$ cat config.mk
export PLATFORM = sky130hd
export DESIGN_NAME = cbw_processor
export DESIGN_NICKNAME = d
export VERILOG_FILES = /design/src/core/cbw_pkg.sv /design/src/core/cbw_w1c_reg.sv /design/src/core/cbw_timeout.sv /design/src/core/cbw_processor.sv
export VERILOG_INCLUDE_DIRS = /design/src /design/src/core
export SDC_FILE = /design/constraint.sdc
export NUM_CORES = 1
export LEC_CHECK = 0
export BUFFER_PORTS_ARGS = -buffer_cell sky130_fd_sc_hd__buf_4
export CORE_ASPECT_RATIO = 1.1
export CORE_MARGIN = 8
export CORE_UTILIZATION = 54
export CTS_BUF_LIST = sky130_fd_sc_hd__clkbuf_2
export DETAILED_ROUTE_END_ITERATION = 10
export PLACE_DENSITY = 0.79
export SLEW_MARGIN = 20
export SYNTH_ARGS = -nofsm -noshare
export SYNTH_HDL_FRONTEND = slang
export SYNTH_SLANG_ARGS = --single-unit
$ cat constraint.sdc
create_clock -name mclk_in -period 2.9 [get_ports mclk_in]
set_input_delay 0.29 -clock mclk_in [delete_from_list [all_inputs] [get_ports mclk_in]]
set_output_delay 0.29 -clock mclk_in [all_outputs]
set_load 0.05 [all_outputs]
$ cat src/core/cbw_consts.svh
`ifndef CBW_CONSTS_SVH
`define CBW_CONSTS_SVH
// AXI byte addresses of the register words
`define CTL_ONE_ADDR 12'h000
`define CTL_TWO_ADDR 12'h004
`define UNIT_LIMIT_ADDR 12'h008
`define WRAP_LEN_ADDR 12'h00c
`define FAIL_STAT_ADDR 12'h020
`define EVENT_STAT_ADDR 12'h028
`define MEDIA_CFG_ADDR 12'h030
// Printed register indices
`define CTL_TWO_IDX 16'h1001
`define FAIL_STAT_IDX 16'h1008
`define EVENT_STAT_IDX 16'h100a
// Control-one bits
`define C1_AUTO 7
`define C1_AUTOMATIC_STATUS_WRAPPER_ENABLE 6
`define C1_ONCE 5
`define C1_TAIL_MODE 2
`define C1_RESERVED_CHECK_ENABLE 1
`define C1_SOFT_RST 0
// Control-two bits and reset value
`define C2_JOIN 2
`define C2_ABORT 1
`define C2_SINGLE 0
`define C2_RESET 8'h04
`define C2_MASK 8'h05
// Event status bits
`define EV_TAIL 6
`define EV_UNIT_OFF 5
`define EV_CB_LEN 4
`define EV_CAP 3
`define EV_IDLE 2
`define EV_PKT_LEN 1
`define EV_ONCE 0
// Timing
`define TAIL_TIMEOUT_NS 1000000
`define CLK_PERIOD_NS 10
`define TAIL_TIMEOUT_CYC (`TAIL_TIMEOUT_NS / `CLK_PERIOD_NS)
`define AES_PARAM_NS 300
`define AES_PARAM_CYC (`AES_PARAM_NS / `CLK_PERIOD_NS)
`endif

$ cat src/core/cbw_pkg.sv
package cbw_pkg;
  typedef enum logic [4:0] {
    ST_IDLE = 5'b00001,
    ST_CHECK = 5'b00010,
    ST_TAIL = 5'b00100,
    ST_XFER = 5'b01000,
    ST_DONE = 5'b10000
  } cbw_state_t;
  typedef logic [7:0] reg_byte_t;
endpackage : cbw_pkg

$ cat src/core/cbw_w1c_reg.sv
`timescale 1ns/100ps
`default_nettype none
module cbw_w1c_reg #(
  parameter int WIDTH = 8
) (
  input wire logic mclk_in,
  input wire logic sys_rst_in,
  input wire logic [WIDTH-1:0] set_in,
  input wire logic [WIDTH-1:0] clr_in,
  output logic [WIDTH-1:0] flags_out
);
  // Set beats clear in the same cycle
  always_ff @(posedge mclk_in)
  begin
    if (sys_rst_in)
      flags_out <= '0;
    else
      flags_out <= (flags_out & ~clr_in) | set_in;
  end
endmodule : cbw_w1c_reg
`default_nettype wire

$ cat src/core/cbw_timeout.sv
`timescale 1ns/100ps
`default_nettype none
module cbw_timeout #(
  parameter int COUNT = 100000
) (
  input wire logic mclk_in,
  input wire logic sys_rst_in,
  input wire logic run_in,
  input wire logic restart_in,
  output logic expired_out
);
  logic [31:0] cnt_q;
  // Counts while armed, restarts on media activity
  always_ff @(posedge mclk_in)
  begin
    if (sys_rst_in || restart_in || !run_in)
      cnt_q <= '0;
    else if (cnt_q != 32'(COUNT))
      cnt_q <= cnt_q + 32'h1;
  end
  assign expired_out = run_in && !restart_in && (cnt_q == 32'(COUNT - 1));
endmodule : cbw_timeout
`default_nettype wire

$ cat src/core/cbw_processor.sv
// Overview of operation
// - Single-command bit runs one wrapper, self-clears
// - Single-command completion raises done interrupt
// - Transfer-in-progress also drives activity LED
// - Tail request on timeout, break, errors
// - Wrapper error: tail first, error after clear
// - Tail raised at wrapper check stalls processor until cleared
// - Control-two bit 2 joins same-endpoint buffers
// - Control-two bit 1 aborts AES frame
// - Control-two bit 0 posts single OUT buffer
// - Otherwise keep two OUT buffers posted
// - AES parameters delivered within 300 ns
// - Failure flags: phase to signature, bit order
// - Failure flags only with automatic processing
// - Writing one clears a status bit
// - Any failure bit raises combined interrupt
// - Event bits 6 to 3: tail, unit, length, cap
// - Event bit 2: idle with automatic off
// - Event bit 1: wrapper length mismatch
// - Event bit 0: single or no-status completion
// - Reserved-check enable flags nonzero reserved bits
// - Unit id above limit is an error
`timescale 1ns/100ps
`default_nettype none
`include "cbw_consts.svh"
module cbw_processor import cbw_pkg::*; #(
  parameter int TAIL_TIMEOUT = `TAIL_TIMEOUT_CYC
) (
  input wire logic mclk_in,
  input wire logic sys_rst_in,
  // AXI4-Lite slave
  input wire logic [11:0] s_axi_awaddr,
  input wire logic s_axi_awvalid,
  output logic s_axi_awready,
  input wire logic [31:0] s_axi_wdata,
  input wire logic [3:0] s_axi_wstrb,
  input wire logic s_axi_wvalid,
  output logic s_axi_wready,
  output logic [1:0] s_axi_bresp,
  output logic s_axi_bvalid,
  input wire logic s_axi_bready,
  input wire logic [11:0] s_axi_araddr,
  input wire logic s_axi_arvalid,
  output logic s_axi_arready,
  output logic [31:0] s_axi_rdata,
  output logic [1:0] s_axi_rresp,
  output logic s_axi_rvalid,
  input wire logic s_axi_rready,
  // Serial engine side
  input wire logic wrapper_rx_in,
  input wire logic [5:0] wrapper_len_in,
  input wire logic [3:0] wrapper_unit_in,
  input wire logic wrapper_rsv_nonzero_in,
  input wire logic wrapper_sig_bad_in,
  input wire logic wrapper_cb_len_bad_in,
  input wire logic wrapper_xfer_len_bad_in,
  input wire logic wrapper_scsi_bad_in,
  input wire logic wrapper_cap_bad_in,
  input wire logic wrapper_wp_bad_in,
  input wire logic wrapper_continues_in,
  input wire logic phase_err_in,
  input wire logic data_err_in,
  input wire logic xfer_err_in,
  input wire logic xfer_done_in,
  input wire logic media_access_in,
  input wire logic out_buf_taken_in,
  output logic out_buf_post_out,
  output logic [1:0] out_bufs_posted_out,
  output logic buffer_join_enable_out,
  output logic aes_abort_out,
  output logic aes_param_load_out,
  output logic start_xfer_out,
  output logic status_wrapper_send_out,
  output logic transfer_in_progress_out,
  output logic activity_led_out,
  output logic single_command_done_irq_out,
  output logic command_processor_irq_out,
  output logic event_irq_out
);
  // ****************************************************
  // Register state
  // ****************************************************
  reg_byte_t ctl_one_q;
  reg_byte_t ctl_two_q;
  logic [3:0] unit_count_limit_q;
  logic [5:0] expected_wrapper_length_q;
  logic [15:0] unit_enable_q;
  logic [7:0] fail_set, fail_clr, fail_q;
  logic [7:0] ev_set, ev_clr, ev_q;
  cbw_state_t state_q;
  logic wr_fire, rd_fire;
  logic [11:0] aw_q;
  logic [31:0] w_q;
  logic [3:0] ws_q;
  logic aw_have_q, w_have_q;
  logic tail_err_pend_q;
  logic [7:0] held_fail_q;
  logic [7:0] held_ev_q;
  logic once_run_q;
  logic timeout_hit;
  logic auto_on;

  function automatic logic wr_byte0(input logic [11:0] a, input logic [11:0] t);
    wr_byte0 = wr_fire && (a == t) && ws_q[0];
  endfunction : wr_byte0

  // ****************************************************
  // AXI4-Lite write path
  // ****************************************************
  assign s_axi_awready = !aw_have_q && !s_axi_bvalid;
  assign s_axi_wready = !w_have_q && !s_axi_bvalid;
  assign wr_fire = aw_have_q && w_have_q && !s_axi_bvalid;

  always_ff @(posedge mclk_in)
  begin
    if (sys_rst_in)
    begin
      aw_have_q <= 1'b0;
      w_have_q <= 1'b0;
      aw_q <= 12'h000;
      w_q <= 32'h0000_0000;
      ws_q <= 4'h0;
      s_axi_bvalid <= 1'b0;
    end
    else
    begin
      if (s_axi_awvalid && s_axi_awready)
      begin
        aw_have_q <= 1'b1;
        aw_q <= s_axi_awaddr;
      end
      if (s_axi_wvalid && s_axi_wready)
      begin
        w_have_q <= 1'b1;
        w_q <= s_axi_wdata;
        ws_q <= s_axi_wstrb;
      end
      if (wr_fire)
      begin
        aw_have_q <= 1'b0;
        w_have_q <= 1'b0;
        s_axi_bvalid <= 1'b1;
      end
      else if (s_axi_bready)
        s_axi_bvalid <= 1'b0;
    end
  end
  assign s_axi_bresp = 2'b00;

  // ****************************************************
  // AXI4-Lite read path
  // ****************************************************
  assign s_axi_arready = !s_axi_rvalid;
  assign rd_fire = s_axi_arvalid && s_axi_arready;

  always_ff @(posedge mclk_in)
  begin
    if (sys_rst_in)
    begin
      s_axi_rvalid <= 1'b0;
      s_axi_rdata <= 32'h0000_0000;
      s_axi_rresp <= 2'b00;
    end
    else if (rd_fire)
    begin
      s_axi_rvalid <= 1'b1;
      s_axi_rresp <= 2'b00;
      unique case (s_axi_araddr[11:2])
        `CTL_ONE_ADDR >> 2:
          s_axi_rdata <= {24'h0, ctl_one_q[7:4], transfer_in_progress_out, ctl_one_q[2:0]};
        `CTL_TWO_ADDR >> 2: s_axi_rdata <= {24'h0, ctl_two_q & `C2_MASK};
        `UNIT_LIMIT_ADDR >> 2: s_axi_rdata <= {28'h0, unit_count_limit_q};
        `WRAP_LEN_ADDR >> 2: s_axi_rdata <= {26'h0, expected_wrapper_length_q};
        `FAIL_STAT_ADDR >> 2: s_axi_rdata <= {24'h0, fail_q};
        `EVENT_STAT_ADDR >> 2: s_axi_rdata <= {24'h0, ev_q};
        `MEDIA_CFG_ADDR >> 2: s_axi_rdata <= {16'h0, unit_enable_q};
        default:
        begin
          s_axi_rdata <= 32'h0000_0000;
          s_axi_rresp <= 2'b10;
        end
      endcase
    end
    else if (s_axi_rready)
      s_axi_rvalid <= 1'b0;
  end

  // ****************************************************
  // Control registers
  // ****************************************************
  assign auto_on = ctl_one_q[`C1_AUTO];

  always_ff @(posedge mclk_in)
  begin
    if (sys_rst_in)
      ctl_one_q <= 8'h00;
    else
    begin
      if (wr_byte0(aw_q, `CTL_ONE_ADDR))
        ctl_one_q <= {w_q[7:4], transfer_in_progress_out, w_q[2:0]};
      // Hardware clearing the single-command bit at completion wins over a firmware write in the same cycle
      if (state_q == ST_DONE && once_run_q)
        ctl_one_q[`C1_ONCE] <= 1'b0;
      if (ctl_one_q[`C1_SOFT_RST])
        ctl_one_q[`C1_SOFT_RST] <= 1'b0;
      ctl_one_q[3] <= 1'b0;
    end
  end

  always_ff @(posedge mclk_in)
  begin
    if (sys_rst_in)
      ctl_two_q <= `C2_RESET;
    else if (wr_byte0(aw_q, `CTL_TWO_ADDR))
      ctl_two_q <= w_q[7:0] & `C2_MASK;
    else
      ctl_two_q[`C2_ABORT] <= 1'b0;
  end

  // Abort pulse taken directly from the write, so the bit never reads back set
  always_ff @(posedge mclk_in)
  begin
    if (sys_rst_in)
      aes_abort_out <= 1'b0;
    else
      aes_abort_out <= wr_byte0(aw_q, `CTL_TWO_ADDR) && w_q[`C2_ABORT];
  end

  always_ff @(posedge mclk_in)
  begin
    if (sys_rst_in)
    begin
      unit_count_limit_q <= 4'h0;
      expected_wrapper_length_q <= 6'h00;
      unit_enable_q <= 16'h0000;
    end
    else
    begin
      if (wr_byte0(aw_q, `UNIT_LIMIT_ADDR))
        unit_count_limit_q <= w_q[3:0];
      if (wr_byte0(aw_q, `WRAP_LEN_ADDR))
        expected_wrapper_length_q <= w_q[5:0];
      if (wr_fire && aw_q == `MEDIA_CFG_ADDR)
        unit_enable_q <= w_q[15:0];
    end
  end

  assign buffer_join_enable_out = ctl_two_q[`C2_JOIN];

  // ****************************************************
  // Wrapper checks
  // ****************************************************
  logic [7:0] chk_fail;
  logic [7:0] chk_ev;
  logic chk_err;
  always_comb
  begin
    chk_fail = {phase_err_in, data_err_in, wrapper_scsi_bad_in,
                wrapper_unit_in > unit_count_limit_q,
                ctl_one_q[`C1_RESERVED_CHECK_ENABLE] && wrapper_rsv_nonzero_in,
                wrapper_xfer_len_bad_in, wrapper_wp_bad_in, wrapper_sig_bad_in};
    chk_ev = 8'h00;
    chk_ev[`EV_UNIT_OFF] = auto_on && !unit_enable_q[wrapper_unit_in];
    chk_ev[`EV_CB_LEN] = wrapper_cb_len_bad_in;
    chk_ev[`EV_CAP] = wrapper_cap_bad_in;
    chk_ev[`EV_PKT_LEN] = wrapper_len_in != expected_wrapper_length_q;
    chk_err = (chk_fail[5:0] != 6'h00) || (chk_ev != 8'h00);
  end

  // ****************************************************
  // Sequencer
  // ****************************************************
  logic tail_on;
  logic wrap_ok;
  assign tail_on = ctl_one_q[`C1_TAIL_MODE];
  assign wrap_ok = wrapper_rx_in && (auto_on || ctl_one_q[`C1_ONCE]);

  always_ff @(posedge mclk_in)
  begin
    if (sys_rst_in || ctl_one_q[`C1_SOFT_RST])
    begin
      state_q <= ST_IDLE;
      once_run_q <= 1'b0;
      tail_err_pend_q <= 1'b0;
      held_fail_q <= 8'h00;
      held_ev_q <= 8'h00;
    end
    else
    begin
      unique case (state_q)
        ST_IDLE:
          if (wrap_ok)
          begin
            once_run_q <= !auto_on;
            state_q <= ST_CHECK;
          end
        ST_CHECK:
          if (tail_on && chk_err)
          begin
            tail_err_pend_q <= 1'b1;
            held_fail_q <= chk_fail;
            held_ev_q <= chk_ev;
            state_q <= ST_TAIL;
          end
          else if (tail_on && !wrapper_continues_in)
            state_q <= ST_TAIL;
          else if (chk_err)
            state_q <= ST_DONE;
          else
            state_q <= ST_XFER;
        ST_TAIL:
          if (!ev_q[`EV_TAIL] && !ev_set[`EV_TAIL])
          begin
            tail_err_pend_q <= 1'b0;
            state_q <= tail_err_pend_q ? ST_DONE : ST_XFER;
          end
        ST_XFER:
          if (xfer_err_in || xfer_done_in)
            state_q <= ST_DONE;
        ST_DONE:
          state_q <= ST_IDLE;
      endcase
    end
  end

  // A wrapper released from the tail stall needs its own start pulse
  assign start_xfer_out =
    (state_q == ST_CHECK && !chk_err && !(tail_on && !wrapper_continues_in))
    || (state_q == ST_TAIL && !tail_err_pend_q && !ev_q[`EV_TAIL]
        && !ev_set[`EV_TAIL]);
  assign status_wrapper_send_out = state_q == ST_DONE && ctl_one_q[`C1_AUTOMATIC_STATUS_WRAPPER_ENABLE] && !once_run_q;
  assign transfer_in_progress_out = state_q != ST_IDLE;
  assign activity_led_out = transfer_in_progress_out;

  // AES parameters leave in the cycle after the wrapper, well inside the window
  always_ff @(posedge mclk_in)
  begin
    if (sys_rst_in)
      aes_param_load_out <= 1'b0;
    else
      aes_param_load_out <= state_q == ST_IDLE && wrap_ok;
  end

  // ****************************************************
  // OUT buffer posting
  // ****************************************************
  logic [1:0] target_bufs;
  assign target_bufs = ctl_two_q[`C2_SINGLE] ? 2'd1 : 2'd2;
  assign out_buf_post_out = out_bufs_posted_out < target_bufs;

  always_ff @(posedge mclk_in)
  begin
    if (sys_rst_in)
      out_bufs_posted_out <= 2'd0;
    else
      out_bufs_posted_out <= out_bufs_posted_out + 2'(out_buf_post_out)
                             - 2'(out_buf_taken_in && out_bufs_posted_out != 2'd0);
  end

  // ****************************************************
  // Status registers
  // ****************************************************
  cbw_timeout #(
    .COUNT(TAIL_TIMEOUT)
  ) u_timeout (
    .mclk_in(mclk_in),
    .sys_rst_in(sys_rst_in),
    .run_in(tail_on && state_q == ST_IDLE),
    .restart_in(media_access_in),
    .expired_out(timeout_hit)
  );

  logic err_release;
  assign err_release = state_q == ST_TAIL && tail_err_pend_q && !ev_q[`EV_TAIL];

  always_comb
  begin
    fail_set = 8'h00;
    if (auto_on)
    begin
      if (state_q == ST_CHECK && !(tail_on && chk_err))
        fail_set = chk_fail;
      else if (err_release)
        fail_set = held_fail_q;
    end
    ev_set = 8'h00;
    if (state_q == ST_CHECK && !(tail_on && chk_err))
      ev_set = chk_ev;
    else if (err_release)
      ev_set = held_ev_q;
    ev_set[`EV_TAIL] = tail_on && ((state_q == ST_CHECK && (chk_err || !wrapper_continues_in))
                       || (state_q == ST_XFER && xfer_err_in) || timeout_hit);
    ev_set[`EV_IDLE] = state_q == ST_IDLE && !auto_on;
    ev_set[`EV_ONCE] = state_q == ST_DONE && (once_run_q || !ctl_one_q[`C1_AUTOMATIC_STATUS_WRAPPER_ENABLE]);
    fail_clr = wr_byte0(aw_q, `FAIL_STAT_ADDR) ? w_q[7:0] : 8'h00;
    ev_clr = wr_byte0(aw_q, `EVENT_STAT_ADDR) ? (w_q[7:0] & 8'h7f) : 8'h00;
  end

  cbw_w1c_reg #(
    .WIDTH(8)
  ) u_fail (
    .mclk_in(mclk_in),
    .sys_rst_in(sys_rst_in),
    .set_in(fail_set),
    .clr_in(fail_clr),
    .flags_out(fail_q)
  );

  cbw_w1c_reg #(
    .WIDTH(8)
  ) u_event (
    .mclk_in(mclk_in),
    .sys_rst_in(sys_rst_in),
    .set_in(ev_set & 8'h7f),
    .clr_in(ev_clr),
    .flags_out(ev_q)
  );

  assign command_processor_irq_out = fail_q != 8'h00;
  assign single_command_done_irq_out = ev_q[`EV_ONCE];
  assign event_irq_out = ev_q != 8'h00;
endmodule : cbw_processor
`default_nettype wire

After elaboration in Yosys (flattened, before gate mapping)
Cells that the tools add are included.
{ "op_classes": {"n_bitwise": 6, "n_addsub": 3, "order_cmp": 3, "n_mux": 27, "eq_ne": 25, "reduce_logical": 94} }
{ "ops": {"columns": ["op", "count"], "rows": [
  ["16-bit case mux with 7 select lines", 1],
  ["1-bit logical AND", 48],
  ["12-bit by 6-bit == test with 1-bit output (second input constant)", 3],
  ["5-bit 2-to-1 mux", 7],
  ["32-bit by 1-bit adder with 32-bit output (second input constant)", 1],
  ["32-bit by 17-bit == test with 1-bit output (second input constant)", 1],
  ["8-bit 2-to-1 mux", 4],
  ["32-bit by 17-bit != test with 1-bit output (second input constant)", 1],
  ["10-bit by 4-bit == test with 1-bit output (second input constant)", 3],
  ["5-bit case mux with 5 select lines", 1],
  ["12-bit by 4-bit == test with 1-bit output (second input constant)", 2],
  ["10-bit by 2-bit == test with 1-bit output (second input constant)", 2],
  ["1-bit logical NOT", 17],
  ["8-bit bitwise AND", 2],
  ["8-bit nonzero test", 2],
  ["12-bit by 3-bit == test with 1-bit output (second input constant)", 1],
  ["12-bit logical NOT", 1],
  ["6-bit 2-to-1 mux", 2],
  ["1-bit logical OR", 11],
  ["10-bit by 1-bit == test with 1-bit output (second input constant)", 1],
  ["10-bit logical NOT", 1],
  ["7-bit inverter with 8-bit output", 1],
  ["8-bit inverter", 1],
  ["8-bit by 7-bit OR with 8-bit output", 1],
  ["other kinds (27)", 43]
]} }
{ "totals": {"input_bits": 92, "reg_bits": 173, "wordCells": 185} }

Longest topological paths before layout
{ "logic_depth": {"depth_word": 15, "mapped_depth": 8} }

Modules after synthesis
A second synthesis with hierarchy kept.
{ "unflattened": {"cells_unflattened": 880, "hier_area_um2": 7677.4} }
{ "modules_own_cells": {"columns": ["mod", "area_per_inst_um2", "n_inst", "cells_each"], "rows": [
  ["cbw_processor", 5276.3, 1, 621],
  ["cbw_timeout", 1637.8, 1, 193],
  ["cbw_w1c_reg", 381.6, 2, 33]
]} }

Worst setup path after synthesis
OpenSTA, ideal clock, no wires.
{ "synth_timing": {"path_type": "register to register", "start": "reg out_bufs_posted_out[1]", "end": "reg out_bufs_posted_out[1]", "arrival_ns": 2.439, "stages_incl_launch_ff": 7, "path_slack_ns": 0.334, "required_ns": 2.772, "synth_period_minus_slack_ns": 2.566, "cell_sequence": "dfxtp_1 > ha_1 > a21oi_1 > ha_1 > xor2_1 > xnor2_1 > nor2_1"} }
{ "synth_via": {"elab_chain_len": 3, "elab_cells_between_ends": 5} }
{ "synth_lines": {"columns": ["item", "line_no", "rtl"], "rows": [
  ["start, declared", "cbw_processor.sv:68", "output logic [1:0] out_bufs_posted_out,"],
  ["start signal, assigned", "cbw_processor.sv:356", "out_bufs_posted_out <= out_bufs_posted_out + 2'(out_buf_post_out)"],
  ["2-bit less-than comparator", "cbw_processor.sv:349", "assign out_buf_post_out = out_bufs_posted_out < target_bufs;"],
  ["net out_buf_post_out", "cbw_processor.sv:67", "output logic out_buf_post_out,"],
  ["2-bit by 1-bit adder with 2-bit output", "cbw_processor.sv:356", null],
  ["2-bit by 1-bit subtractor with 2-bit output", "cbw_processor.sv:357", "- 2'(out_buf_taken_in && out_bufs_posted_out != 2'd0);"]
]} }
The timed path passes the listed nets, and every way through them passes these cells.
A chain may end at the register's enable or synchronous reset.

Worst setup path in the final report
{ "layout_timing": {"start": "reg unit_count_limit_q[2]", "end": "reg state_q[3]"} }
{ "layout_via": {"elab_chain_len": 12, "elab_cells_between_ends": 17} }
{ "layout_lines": {"columns": ["item", "line_no", "rtl"], "rows": [
  ["start, declared", "cbw_processor.sv:85", "logic [3:0] unit_count_limit_q;"],
  ["start signal, assigned", "cbw_processor.sv:240", "unit_count_limit_q <= w_q[3:0];"],
  ["4-bit greater-than comparator (*)", "cbw_processor.sv:259", "wrapper_unit_in > unit_count_limit_q,"],
  ["6-bit nonzero test (*)", "cbw_processor.sv:267", "chk_err = (chk_fail[5:0] != 6'h00) || (chk_ev != 8'h00);"],
  ["1-bit logical OR (*)", "cbw_processor.sv:267", null],
  ["1-bit logical OR", "cbw_processor.sv:391", "ev_set[`EV_TAIL] = tail_on && ((state_q == ST_CHECK && (chk_err || !wrapper_continues_in))"],
  ["1-bit logical AND", "cbw_processor.sv:391", null],
  ["1-bit logical OR (2 in series)", "cbw_processor.sv:392", "|| (state_q == ST_XFER && xfer_err_in) || timeout_hit);"],
  ["1-bit logical AND", "cbw_processor.sv:391", null],
  ["1-bit logical NOT", "cbw_processor.sv:312", "if (!ev_q[`EV_TAIL] && !ev_set[`EV_TAIL])"],
  ["1-bit logical AND", "cbw_processor.sv:312", null],
  ["2-bit != test (no source line)", null, null],
  ["3-bit AND reduction (no source line)", null, null],
  ["end signal, assigned", "cbw_processor.sv:315", "state_q <= tail_err_pend_q ? ST_DONE : ST_XFER;"],
  ["end, declared", "cbw_processor.sv:90", "cbw_state_t state_q;"]
]} }
Every way passes the cells marked *; elsewhere a longest branch is shown, timed or not.

==> flow_summary.ini <==
[sta]
rsz0062_at_grt = true
timing_hold_violations_final = 0
clock.fmax_mhz = 343
finalWorstSetupSlack_ns = -0.0175
max_slew_margin_pct = 41.5
tightest_slew_ns = 0.873
maxSlewViolCount = 0
period_needed_ns = 2.92
clock_skew_ns = 0.0347
fin_crit_sh_pct = 101
setup_viol = 2

[pwr]
comb_power_share_pct = 16.9
p_int_uw = 2850
power_density_nw_per_um2 = 452
switchingPower_uw = 1230
vdd_drop_max_uv = 321
p_clk_share_pct = 28.1
power.leakage_uw = 0.00353
seqPwrFrac_pct = 55.1
swShare_pct = 30.2

[final_layout]
fillers = 1053
area_delta_synth_final_pct = 23.9
layout.nets = 1115
final_area_um2 = 9040
drive_gt1_share_pct = 18.6

[die]
core_area_um2 = 13200
io_pins = 146
die_y_um = 138
die_x_um = 127
die_area_um2 = 17500
num_rows = 44
initial_utilization_pct = 55.2

[critical_path]
cp_max_fo = 3
reg2reg_slack_ns = -0.02
worstPathArrival_ns = 3.57
startpoint_type = register
crit_type = reg -> reg
required_ns = 3.55
crit_path_end_kind = register

[drt]
ant_nets = 0
postRouteWirelength_mm = 20.4
first_iter_violations = 701
vias = 6929
dr.pass1.iters = 8
route.detailed.drc = 0
detail_route.wl_per_cell_um = 17.2
via_per_inst = 5.83

[clock_tree]
root_buffer = clkbuf_2
cts.path.max_buffers = 2
clock-sinks = 155
cts_tree = yes
cts_buffers = 17
clk_pin_slew_ns = 0.22
worst_skew_pair.late_latency_ns = 0.70
htreeDepth = 4

[placed_design]
dp_hpwl_mm = 13.7
post-place-ws_ns = 0.119
placed_cell_area_um2 = 8110
place.gp.congestion = 0.875
io_buffers = 105

[synthesis]
synth_cell_types = 65
synth_edf_count = 0
async_flop_share_pct = 0
syn_area_um2 = 7300
ys_ff_latch = 155
syn_inst = 863
yosysWarnings = 0
avgSynthCellArea_um2 = 8.46
seq_area_frac_synth_pct = 42.5
ys.flop_type = dfxtp_1

[status]
status = finished, violations left
violations = negative setup slack

[grt]
antenna_found_initial = 1
gr-total-overflow = 0
grt_pass1_vias = 6717
grt_util_all_layers_pct = 23.4
grt_pass1_wl_mm = 33.1
grt_max_degree = 65

[hold_path]
hp-class = in -> reg

[job]
cap_violations = 0
## registers in the layout, summed over array words and instances (netlist names), 2 cells and up
| signal | flops |
|---|---|
| unit_enable_q | 16 |
| unit_count_limit_q | 4 |
| ctl_two_q | 2 |
| expected_wrapper_length_q | 6 |
| w_q | 16 |
| out_bufs_posted_out | 2 |
| u_event.flags_out | 7 |
| state_q | 5 |
| ctl_one_q | 7 |
| held_fail_q | 8 |
| aw_q | 12 |
| u_fail.flags_out | 8 |
| s_axi_rdata | 16 |
| u_timeout.cnt_q | 32 |
| held_ev_q | 4 |
## layout make-up
class	count	area [um2]	area share, %
Antenna cell	2	5.00	0.0553
Clock buffer	20	100	1.11
Sequential cell	155	3110	34.3
Clock inverter	11	123	1.36
Multi-Input combinational cell	631	3900	43.1
Tap cell	161	201	2.23
Timing Repair Buffer	183	1510	16.7
Inverter	26	97.6	1.08
## routing by layer
metal	GRT usage, %	share of wire [%]	vias up
met5	0	0	-
met2	40.9	51	308
li1	-	-	3312
met3	6.12	7.3	54
met4	10.1	2.8	0
met1	26.6	39	3255
## logic make-up after synthesis
kind of cell | Yosys count | synth area share [%]
xor+xnor | 34 | 4.08
mux | 51 | 7.56
fa+ha+maj | 9 | 1.54
simple gates | 364 | 24.6
compound gates | 154 | 13.6
buf+inv | 95 | 6.00
other cells | 1 | 0.0514
flops | 155 | 42.5
## cells in the mapped netlist, drive strengths merged (3+ instances only)
master	instances	area, um2
xnor2	27	236
a22oi	18	135
inv	26	97.6
xor2	7	61.3
nand4	19	134
and3	12	75.1
mux4	3	67.6
a21oi	57	285
mux2i	45	450
or4	5	41.3
nor2b	9	56.3
o21ai	29	145
and4	6	52.6
a211oi	4	30.0
nand3b	4	30.0
clkbuf	42	159
and2	4	25.0
dfxtp	155	3100
buf	27	181
nor3	12	60.1
nand2b	8	50.1
o31ai	4	30.0
nand3	23	115
a222oi	5	50.1
or3	10	62.6
a311oi	10	87.6
nand2	115	432
a31oi	3	18.8
nor3b	6	50.1
mux2	3	33.8
a21o	5	37.5
and3b	3	26.3
ha	9	113
nor4	19	125
nor2	99	372
## timing repair
item                                    CTS  global route
endpoints found under the setup margin    1             2
gates cloned                              0             0
setup buffers                            11             3
gates resized for setup                  13             7
endpoints found under the hold margin    79             0
pin swaps                                 3             0
hold buffers                             51             0
## path summary, 6_finish.rpt
path,start,to,depth (start not counted)
setup / recovery,unit_count_limit_q[2],state_q[3],17
hold / removal,s_axi_arvalid,s_axi_rdata[0],4
hold reg to reg,aw_q[0],aw_q[0],2
setup reg to reg,unit_count_limit_q[2],state_q[3],17
## per-stage QoR
step	util, %	cells	total power, uW	hold slack (ns)	setup TNS (ns)
4_1_cts	68.1	1184	4100	0.0372	-0.0222
3_3_place_gp	61.4	1091	2890	0.438	0
5_1_grt	68.4	1188	4280	0.0261	-0.245
2_1_floorplan	-	881	2710	0.390	0
3_5_place_dp	61.4	1091	2900	0.442	0
6_report	68.4	1189	4080	0.0994	-0.0177
## worst max-delay path: stages, from the launching register on
cell,delay (ns)
dfxtp_2,0.38
inv_2,0.05
ha_4,0.23
and3b_2,0.22
a2111oi_4,0.23
buf_4,0.18
o21a_4,0.12
nand4b_1,0.16
buf_4,0.21
buf_6,0.11
buf_4,0.12
buf_4,0.12
buf_4,0.12
buf_4,0.12
buf_4,0.12
buf_4,0.13
buf_6,0.10
a211oi_2,0.15
## cells in the final DEF, fill, tap and decap left out, types with 3 or more instances in the layout
cell type / n
dfxtp_1: 153
buf_4: 129
nand2_1: 115
nor2_1: 99
a21oi_1: 57
dlygate4sd3_1: 51
mux2i_1: 45
o21ai_0: 28
xnor2_1: 27
inv_1: 24
nand3_1: 23
clkbuf_2: 20
conb_1: 19
a22oi_1: 18
nand4_1: 18
nor4_1: 18
nor3_1: 12
and3_1: 12
or3_1: 10
a311oi_1: 10
nor2b_1: 9
nand2b_1: 8
xor2_1: 7
ha_1: 7
and4_1: 6
nor3b_1: 5
a21o_1: 5
a222oi_1: 5
and2_1: 4
nand3b_1: 4
or4_1: 4
mux4_2: 3
mux2_2: 3
a31oi_1: 3
a211oi_1: 3
o31ai_1: 3
clkinv_4: 3
buf_6: 3
## power groups by stage
stage,Sequential [uW],Clock [uW],Combinational [uW]
after global placement,2290,0,605
final,2250,1150,689
after global routing,2260,1280,742
after CTS,2250,1170,679
after detailed placement,2290,0,613
after floorplan,2320,0,391
Power figures use the tool's default switching activity.
